<file path="config.mk">
export PLATFORM = sky130hd
export DESIGN_NAME = clock_generator_mode_control
export DESIGN_NICKNAME = d
export VERILOG_FILES = /design/src/logic/clkgen_pkg.sv /design/src/logic/clock_generator_mode_control.sv
export SDC_FILE = /design/constraint.sdc
export NUM_CORES = 1
export LEC_CHECK = 0
export BUFFER_PORTS_ARGS = -buffer_cell sky130_fd_sc_hd__buf_4
export CAP_MARGIN = 30
export CORE_MARGIN = 10
export CORE_UTILIZATION = 40
export DETAILED_ROUTE_END_ITERATION = 10
export GPL_TIMING_DRIVEN = 1
export PLACE_DENSITY_LB_ADDON = 0.05
export REMOVE_ABC_BUFFERS = 1
export SYNTH_ARGS = -nofsm -noshare
export SYNTH_HDL_FRONTEND = slang
export SYNTH_SLANG_ARGS = --single-unit
</file>
<file path="constraint.sdc">
create_clock -name clk -period 1.88 [get_ports clk]
set_input_delay 0.188 -clock clk [delete_from_list [all_inputs] [get_ports clk]]
set_output_delay 0.188 -clock clk [all_outputs]
set_load 0.02 [all_outputs]
</file>
<file path="src/logic/clkgen_pkg.sv">
// Overview of operation
// - Prescaler code zero bypasses; codes 1-6 divide 2..64.
// - PLL source bit picks low or high range.
// - PLL source bit takes first write only.
// - Output source code picks slow, master, inverted, half.
// - Output disable bit releases clock output pin.
// - Mask bit zero reads PLL lock enable.
package clkgen_pkg;

  // ----------------------------------------------------------------
  // Register map
  // ----------------------------------------------------------------
  localparam logic [7:0] MODE_OFFSET = 8'h20;
  localparam logic [7:0] LOCK_MASK_OFFSET = 8'h3c;
  localparam logic [31:0] MODE_RESET = 32'h0000_0000;
  localparam logic [31:0] LOCK_MASK_RESET = 32'h0000_0000;
  // Bits 23:19 of the mode register are not implemented.
  localparam logic [31:0] MODE_WRITE_MASK = 32'hff07_ffff;

  // ----------------------------------------------------------------
  // Field positions
  // ----------------------------------------------------------------
  localparam int PRESC_LSB = 0;
  localparam int PLL_SRC_BIT = 3;
  localparam int OUT_SRC_LSB = 4;
  localparam int OUT_DIS_BIT = 6;
  localparam int CLK_SRC_BIT = 7;
  localparam int MUL_LSB = 8;
  localparam int LOCK_COUNT_LSB = 24;
  localparam int LOCK_MASK_BIT = 0;

  // ----------------------------------------------------------------
  // Encodings
  // ----------------------------------------------------------------
  localparam logic [2:0] PRESC_BYPASS = 3'h0;
  localparam logic [2:0] PRESC_DIV64 = 3'h6;
  localparam logic [2:0] PRESC_RESERVED = 3'h7;
  localparam logic PLL_LOW_RANGE = 1'b0;
  localparam logic PLL_HIGH_RANGE = 1'b1;
  localparam logic [1:0] OUT_SRC_SLOW = 2'h0;
  localparam logic [1:0] OUT_SRC_MASTER = 2'h1;
  localparam logic [1:0] OUT_SRC_MASTER_INV = 2'h2;
  localparam logic [1:0] OUT_SRC_MASTER_DIV2 = 2'h3;
  localparam int PRESC_CNT_W = 6;

  // ----------------------------------------------------------------
  // Carriers
  // ----------------------------------------------------------------
  typedef struct packed {
    logic [7:0] lock_count;
    logic [4:0] unused;
    logic [10:0] multiplier;
    logic clk_src_sel;
    logic out_disable;
    logic [1:0] out_src;
    logic pll_src;
    logic [2:0] presc;
  } mode_fields_t;

  typedef struct packed {
    logic [7:0] addr;
    logic [31:0] wdata;
    logic wr;
    logic rd;
  } reg_req_t;

endpackage

</file>
<file path="src/logic/clock_generator_mode_control.sv">
`timescale 1ns/1ps
module clock_generator_mode_control (
  input wire logic clk,
  input wire logic rstn,
  input clkgen_pkg::reg_req_t reg_req,
  output logic [31:0] reg_rdata,
  input wire logic slow_clk_in,
  input wire logic master_clk_in,
  input wire logic lock_irq_enable,
  output logic clock_out_pin_o,
  output logic clock_out_pin_oe_n,
  output logic prescaler_tick,
  output logic pll_high_range,
  output clkgen_pkg::mode_fields_t mode_o
);

  // ----------------------------------------------------------------
  // Helpers
  // ----------------------------------------------------------------
  // Mask of counter bits that must all be set for a prescaler tick.
  // The reserved code falls back to bypass so the core never stalls.
  function automatic logic [5:0] presc_mask(input logic [2:0] sel);
    logic [5:0] m;
    m = 6'h00;
    case (sel)
      3'h1: m = 6'h01;
      3'h2: m = 6'h03;
      3'h3: m = 6'h07;
      3'h4: m = 6'h0f;
      3'h5: m = 6'h1f;
      3'h6: m = 6'h3f;
      default: m = 6'h00;
    endcase
    return m;
  endfunction

  function automatic logic hit(input logic [7:0] a, input logic [7:0] off);
    return a == off;
  endfunction

  // ----------------------------------------------------------------
  // Register file
  // ----------------------------------------------------------------
  logic [31:0] mode_reg, mode_next;
  logic pll_src_taken_reg, pll_src_taken_next;
  logic lock_mask_reg, lock_mask_next;
  logic [31:0] rdata_reg, rdata_next;
  clkgen_pkg::mode_fields_t mode_f;
  logic mode_wr;
  clkgen_pkg::mode_fields_t wdata_f;

  // Field views of the mode register and of the write data; the second one only feeds the checks.
  assign mode_f = mode_reg;
  assign mode_wr = reg_req.wr && hit(reg_req.addr, clkgen_pkg::MODE_OFFSET);
  assign wdata_f = reg_req.wdata;

  // Write decode; the PLL source bit is frozen after the first write
  // because switching PLL range under a running core is unsafe.
  always_comb begin
    mode_next = mode_reg;
    pll_src_taken_next = pll_src_taken_reg;
    lock_mask_next = lock_irq_enable;
    if (mode_wr) begin
      mode_next = reg_req.wdata & clkgen_pkg::MODE_WRITE_MASK;
      if (pll_src_taken_reg) begin
        mode_next[clkgen_pkg::PLL_SRC_BIT] = mode_reg[clkgen_pkg::PLL_SRC_BIT];
      end
      pll_src_taken_next = 1'b1;
    end
  end

  // Read data stands only in the cycle after the strobe; unmapped reads give zero.
  always_comb begin
    rdata_next = 32'h0000_0000;
    if (reg_req.rd) begin
      if (hit(reg_req.addr, clkgen_pkg::MODE_OFFSET)) begin
        rdata_next = mode_reg;
      end else if (hit(reg_req.addr, clkgen_pkg::LOCK_MASK_OFFSET)) begin
        rdata_next[clkgen_pkg::LOCK_MASK_BIT] = lock_mask_reg;
      end
    end
  end

  // Register stage for the register file.
  always_ff @(posedge clk or negedge rstn) begin
    if (!rstn) begin
      mode_reg <= clkgen_pkg::MODE_RESET;
      pll_src_taken_reg <= 1'b0;
      lock_mask_reg <= 1'b0;
      rdata_reg <= 32'h0000_0000;
    end else begin
      mode_reg <= mode_next;
      pll_src_taken_reg <= pll_src_taken_next;
      lock_mask_reg <= lock_mask_next;
      rdata_reg <= rdata_next;
    end
  end

  // ----------------------------------------------------------------
  // Prescaler and PLL range
  // ----------------------------------------------------------------
  logic [5:0] presc_cnt_reg, presc_cnt_next;
  logic tick_reg, tick_next;
  logic pll_high_reg, pll_high_next;

  // A free running counter; a tick marks one cycle in every 2^code for codes 0-6, and every cycle for the reserved code.
  always_comb begin
    presc_cnt_next = presc_cnt_reg + 6'h01;
    tick_next = (presc_cnt_reg & presc_mask(mode_f.presc)) == presc_mask(mode_f.presc);
    pll_high_next = (mode_f.pll_src == clkgen_pkg::PLL_HIGH_RANGE);
  end

  // Register stage for the prescaler.
  always_ff @(posedge clk or negedge rstn) begin
    if (!rstn) begin
      presc_cnt_reg <= 6'h00;
      tick_reg <= 1'b0;
      pll_high_reg <= 1'b0;
    end else begin
      presc_cnt_reg <= presc_cnt_next;
      tick_reg <= tick_next;
      pll_high_reg <= pll_high_next;
    end
  end

  // ----------------------------------------------------------------
  // Clock output pin
  // ----------------------------------------------------------------
  logic mclk_prev_reg, mclk_prev_next;
  logic half_reg, half_next;
  logic out_reg, out_next;
  logic oe_n_reg, oe_n_next;

  // The output is registered, so it lags the chosen source by one cycle;
  // the half rate copy toggles on each sampled rising edge of the master clock.
  always_comb begin
    mclk_prev_next = master_clk_in;
    half_next = half_reg ^ (master_clk_in && !mclk_prev_reg);
    case (mode_f.out_src)
      clkgen_pkg::OUT_SRC_SLOW: out_next = slow_clk_in;
      clkgen_pkg::OUT_SRC_MASTER: out_next = master_clk_in;
      clkgen_pkg::OUT_SRC_MASTER_INV: out_next = !master_clk_in;
      clkgen_pkg::OUT_SRC_MASTER_DIV2: out_next = half_reg;
      default: out_next = 1'b0;
    endcase
    oe_n_next = mode_f.out_disable;
  end

  // Register stage for the output pin; the pin is released during reset.
  always_ff @(posedge clk or negedge rstn) begin
    if (!rstn) begin
      mclk_prev_reg <= 1'b0;
      half_reg <= 1'b0;
      out_reg <= 1'b0;
      oe_n_reg <= 1'b1;
    end else begin
      mclk_prev_reg <= mclk_prev_next;
      half_reg <= half_next;
      out_reg <= out_next;
      oe_n_reg <= oe_n_next;
    end
  end

  // ----------------------------------------------------------------
  // Outputs
  // ----------------------------------------------------------------
  assign reg_rdata = rdata_reg;
  assign clock_out_pin_o = out_reg;
  assign clock_out_pin_oe_n = oe_n_reg;
  assign prescaler_tick = tick_reg;
  assign pll_high_range = pll_high_reg;
  assign mode_o = mode_reg;

  // ----------------------------------------------------------------
  // Checks
  // ----------------------------------------------------------------
  // Checks other than a_presc_div2, a_pll_once, a_pll_first, a_mode_reserved and a_read_idle are gated by the sampled reset as well:
  // at the edge that releases reset the flops still load their reset values, so that edge must not be judged against the register contents.
  a_presc_bypass: assert property (
    @(posedge clk) disable iff (!rstn)
    (rstn && mode_f.presc == 3'h0 && $past(mode_f.presc) == 3'h0) |=> tick_reg
  ) else $error("Prescaler bypass did not tick every cycle.");

  a_presc_reserved: assert property (
    @(posedge clk) disable iff (!rstn)
    (rstn && mode_f.presc == clkgen_pkg::PRESC_RESERVED) |=> tick_reg
  ) else $error("Reserved prescaler code did not behave as bypass.");

  a_presc_div64_hit: assert property (
    @(posedge clk) disable iff (!rstn)
    (rstn && mode_f.presc == clkgen_pkg::PRESC_DIV64 && presc_cnt_reg == 6'h3f) |=> tick_reg
  ) else $error("Divide by sixty-four prescaler missed its tick.");

  a_presc_div64_gap: assert property (
    @(posedge clk) disable iff (!rstn)
    (rstn && mode_f.presc == clkgen_pkg::PRESC_DIV64 && presc_cnt_reg != 6'h3f) |=> !tick_reg
  ) else $error("Divide by sixty-four prescaler ticked too early.");

  a_presc_count: assert property (
    @(posedge clk) disable iff (!rstn)
    rstn |=> presc_cnt_reg == $past(presc_cnt_reg) + 6'h01
  ) else $error("Prescaler counter did not advance by one.");

  a_presc_div2: assert property (
    @(posedge clk) disable iff (!rstn)
    (tick_reg && mode_f.presc == 3'h1 && $past(mode_f.presc) == 3'h1 && !mode_wr) |=> (!tick_reg ##1 tick_reg)
  ) else $error("Divide by two prescaler spacing wrong.");

  a_pll_range: assert property (
    @(posedge clk) disable iff (!rstn)
    rstn |=> pll_high_reg == $past(mode_f.pll_src)
  ) else $error("PLL range does not follow the source bit.");

  a_pll_low: assert property (
    @(posedge clk) disable iff (!rstn)
    (rstn && mode_f.pll_src == clkgen_pkg::PLL_LOW_RANGE) |=> !pll_high_range
  ) else $error("Low range PLL not selected for a cleared source bit.");

  a_pll_keep: assert property (
    @(posedge clk) disable iff (!rstn)
    (rstn && !mode_wr) |=> $stable(mode_f.pll_src)
  ) else $error("PLL source bit changed without a mode write.");

  a_pll_once: assert property (
    @(posedge clk) disable iff (!rstn)
    (pll_src_taken_reg && mode_wr) |=> $stable(mode_f.pll_src)
  ) else $error("PLL source bit changed after first write.");

  a_pll_first: assert property (
    @(posedge clk) disable iff (!rstn)
    (!pll_src_taken_reg && mode_wr) |=> mode_f.pll_src == $past(wdata_f.pll_src)
  ) else $error("First write did not set the PLL source bit.");

  a_out_master: assert property (
    @(posedge clk) disable iff (!rstn)
    (rstn && mode_f.out_src == clkgen_pkg::OUT_SRC_MASTER) |=> clock_out_pin_o == $past(master_clk_in)
  ) else $error("Clock output does not follow master clock.");

  a_out_inverted: assert property (
    @(posedge clk) disable iff (!rstn)
    (rstn && mode_f.out_src == clkgen_pkg::OUT_SRC_MASTER_INV) |=> clock_out_pin_o != $past(master_clk_in)
  ) else $error("Clock output is not the inverted master clock.");

  a_out_slow: assert property (
    @(posedge clk) disable iff (!rstn)
    (rstn && mode_f.out_src == clkgen_pkg::OUT_SRC_SLOW) |=> clock_out_pin_o == $past(slow_clk_in)
  ) else $error("Clock output does not follow slow clock.");

  a_out_half: assert property (
    @(posedge clk) disable iff (!rstn)
    (rstn && mode_f.out_src == clkgen_pkg::OUT_SRC_MASTER_DIV2) |=> clock_out_pin_o == $past(half_reg)
  ) else $error("Clock output does not follow the halved master clock.");

  a_half_toggle: assert property (
    @(posedge clk) disable iff (!rstn)
    (rstn && master_clk_in && !mclk_prev_reg) |=> half_reg != $past(half_reg)
  ) else $error("Halved clock missed a master clock rising edge.");

  a_half_hold: assert property (
    @(posedge clk) disable iff (!rstn)
    (rstn && !(master_clk_in && !mclk_prev_reg)) |=> $stable(half_reg)
  ) else $error("Halved clock toggled without a master clock rising edge.");

  a_out_release: assert property (
    @(posedge clk) disable iff (!rstn)
    rstn |=> clock_out_pin_oe_n == $past(mode_f.out_disable)
  ) else $error("Clock output enable does not follow disable bit.");

  a_mask_read: assert property (
    @(posedge clk) disable iff (!rstn)
    (rstn && reg_req.rd && hit(reg_req.addr, clkgen_pkg::LOCK_MASK_OFFSET))
      |=> reg_rdata == {31'h0, $past(lock_mask_reg)}
  ) else $error("Lock mask read returned wrong value.");

  a_mask_follow: assert property (
    @(posedge clk) disable iff (!rstn)
    rstn |=> lock_mask_reg == $past(lock_irq_enable)
  ) else $error("Lock mask bit does not follow the interrupt enable.");

  a_mode_read: assert property (
    @(posedge clk) disable iff (!rstn)
    (rstn && reg_req.rd && hit(reg_req.addr, clkgen_pkg::MODE_OFFSET))
      |=> (reg_rdata == $past(mode_reg) && reg_rdata[23:19] == 5'h00)
  ) else $error("Mode read returned wrong value.");

  a_mode_write: assert property (
    @(posedge clk) disable iff (!rstn)
    (rstn && mode_wr) |=> (mode_o.lock_count == $past(wdata_f.lock_count)
      && mode_o.multiplier == $past(wdata_f.multiplier) && mode_o.presc == $past(wdata_f.presc)
      && mode_o.out_src == $past(wdata_f.out_src) && mode_o.out_disable == $past(wdata_f.out_disable)
      && mode_o.clk_src_sel == $past(wdata_f.clk_src_sel))
  ) else $error("Mode write did not land in its fields.");

  a_mode_hold: assert property (
    @(posedge clk) disable iff (!rstn)
    (rstn && !mode_wr) |=> $stable(mode_reg)
  ) else $error("Mode register changed without a mode write.");

  a_mode_reserved: assert property (
    @(posedge clk) disable iff (!rstn)
    mode_o.unused == 5'h00
  ) else $error("Unimplemented mode bits are not zero.");

  a_unmapped_read: assert property (
    @(posedge clk) disable iff (!rstn)
    (rstn && reg_req.rd && !hit(reg_req.addr, clkgen_pkg::MODE_OFFSET)
      && !hit(reg_req.addr, clkgen_pkg::LOCK_MASK_OFFSET)) |=> reg_rdata == 32'h0
  ) else $error("Unmapped read returned nonzero data.");

  a_read_idle: assert property (
    @(posedge clk) disable iff (!rstn)
    !reg_req.rd |=> reg_rdata == 32'h0
  ) else $error("Read data not zero outside a read.");

endmodule

</file>
==> reports/metrics.csv <==
metric,value,unit
maxcap violations,0,
ANT nets after route,0,
number of synthesized flops with an enable pin,0,
Synth Register Bits,68,
Crit path largest cell delay,360,ps
wire per inst,16.2,um
Critical Setup Path Class,input port to register,
CTS sink count,68,
utilization after layout,0.578,
dpl cells,349,
M3 GR Usage,0.0425,
Non-Filler Instances,368,
GPL Wtd Cong,0.683,
grt total ovfl,0,
Yosys top cell by area,dfrtp_1,
drt pass-1 iters,4,
total CTS buffers,9,
Critical path buffers and inverters,2,
Clock Pin Slew Worst Setup and Hold Paths,70,ps
die width,101,um
initial core utilization,0.413,
Yosys warning total,0,
crit start category,input port,
DRC Markers,0,
Crit path top cell by count,buf_4,
fmax,848,MHz
Synth top area share,0.640,
met1 Use GR,0.145,
vias,1669,
CP max FO,10,
P per Cell Area,845,nW/um^2
"count leader, synth",dfrtp_1,
gr busiest metal,met2,
post-DP HPWL,4380,um
clk buf depth,2,
DRT iter0 DRCs,27,
minimum clock period,1180,ps
CP Cell Sequence,buf_4 -> nor4_4 -> nand4_4 -> buf_4 -> mux2_4,
Syn-to-layout area delta,40.0,%
Layout fillers,549,
"top cells by count, synth","67 x dfrtp_1, 26 x and2_1, 19 x mux2_4",
vias in the first global route,1842,
Final Setup Violations,0,
Final Hold Viols,0,
clock skew,5.76,ps
VDD IR max,0.399,mV
antenna violations before repair,0,
"delay-heaviest family, CP",simple AND/OR/NAND/NOR gates,
CP Data Required Time,2080,ps
Syn Std Cell Area,2620,um^2
IO Pins,115,
Arrival @ worst endpoint,1380,ps
first-pass GRT wire length,9450,um
clock latency on the worst-skew pair,320,ps
core box area,6350,um^2
share of layout cells above drive strength 1,0.509,
RSZ-0062 raised after global routing,false,
GRT Util Overall,0.117,
ys flop type,dfrtp_1,
Leak,2.00,nW
CTS tree,yes,
H-tree depth,3,
DR vias/cell,4.54,
cell count after synthesis,174,
Synth area leaders,"dfrtp_1 64%, mux2_4 11%, and2_1 6.2%, mux2_2 3.4%, buf_4 2.9%",
average cell area after synthesis,15.1,um^2
outcome,completed,
Port Buffers,99,
CTS root buf,clkbuf_8,
max-slew violation count,0,
fin nets,334,
Post-Route WL,5950,um
asr flop ratio synth,1.00,
Antenna diodes,0,
sequential-to-total area share from yosys stat,0.650,
Worst Hold Class,input port to register,
Worst Hold Slack,93.2,ps
die height,101,um
crit share post-route,0.627,
GR Util met2,0.177,
Die ar.,10200,um^2
largest net degree at the start of global routing,44,
Setup TNS,0,ps
Cell Rows,29,
cell with the largest stage delay on the worst path,nor4_4,
CP endpoint kind,register,
Synth cell types,30,
[where the power goes]
| part | total, W | internal, W | leakage (nW) | switching, W |
|---|---|---|---|---|
| Sequential | 0.00155 | 0.00151 | 0.913 | 0.0000360 |
| Combinational | 0.000292 | 0.000152 | 0.983 | 0.000140 |
| Clock | 0.00126 | 0.000750 | 0.105 | 0.000511 |
[kinds of logic (layout without fill, tap and decap cells)]
kind of cell,after synthesis,in the layout,synth area share
buf+inv,19,127,0.0487
simple gates,43,43,0.111
other cells,1,10,0.00143
fa+ha+maj,1,1,0.00477
mux,28,28,0.147
xor+xnor,5,5,0.0167
compound gates,9,9,0.0205
flops,68,68,0.650
[cell usage in the layout (no fill, tap or decap), types with 2 or more instances in the layout]
cell / n
mux2_4: 19
dfrtp_1: 67
nand3_1: 3
inv_1: 4
and4_1: 2
buf_4: 103
clkbuf_8: 9
xnor2_1: 4
mux2_2: 8
bufinv_16: 2
and2_1: 26
nand2b_1: 2
conb_1: 10
dlygate4sd3_1: 3
clkbuf_1: 3
a21oi_1: 3
o21ai_0: 3
nand2_1: 4
[final cells by class]
cell class | instances | area, um^2 | area share
flip-flops and latches | 68 | 1700 | 0.464
multi-input cells | 96 | 825 | 0.225
repair buffers | 107 | 823 | 0.224
clock buffers | 12 | 135 | 0.0368
well taps | 77 | 96.3 | 0.0262
clock inverters | 4 | 73.8 | 0.0201
inverters | 4 | 15.0 | 0.00409
[worst paths after layout]
check	slack, ps	cells past startpoint	from	endpoint
min in group asynchronous	310	2	rstn	reg_rdata[11]$_DFF_PN0_
min reg2reg	430	0	mode_o[6]$_DFFE_PN0N_	clock_out_pin_oe_n$_DFF_PN1_
min	90	2	reg_req[31]	mode_o[29]$_DFFE_PN0N_
max in group asynchronous	1030	3	rstn	lock_mask_reg$_DFF_PN0_
max	700	5	reg_req[41]	mode_o[24]$_DFFE_PN0N_
max reg2reg	780	4	presc_cnt_reg[0]$_DFF_PN0_	prescaler_tick$_DFF_PN0_
[what timing repair did]
item / CTS / global route
hold buffers: 3 / 0
resized for setup: 0 / 0
buffers inserted: 0 / 0
hold endpoints to repair: 26 / 0
[metal layers]
metal	part of all wire	vias up
li1	-	782
met1	0.44	812
met2	0.47	73
met3	0.082	2
met4	0.0042	0
met5	0	-
[through the flow]
stage          cell area [um^2]  total power [W]  worst slack (ps)
3_3_place_gp               3430          0.00186               364
3_5_place_dp               3430          0.00187               353
4_1_cts                    3670          0.00315               684
5_1_grt                    3670          0.00324               643
2_1_floorplan              2540          0.00169               202
6_report                   3670          0.00310               700
Note: power is estimated with default switching activity, not from simulation.
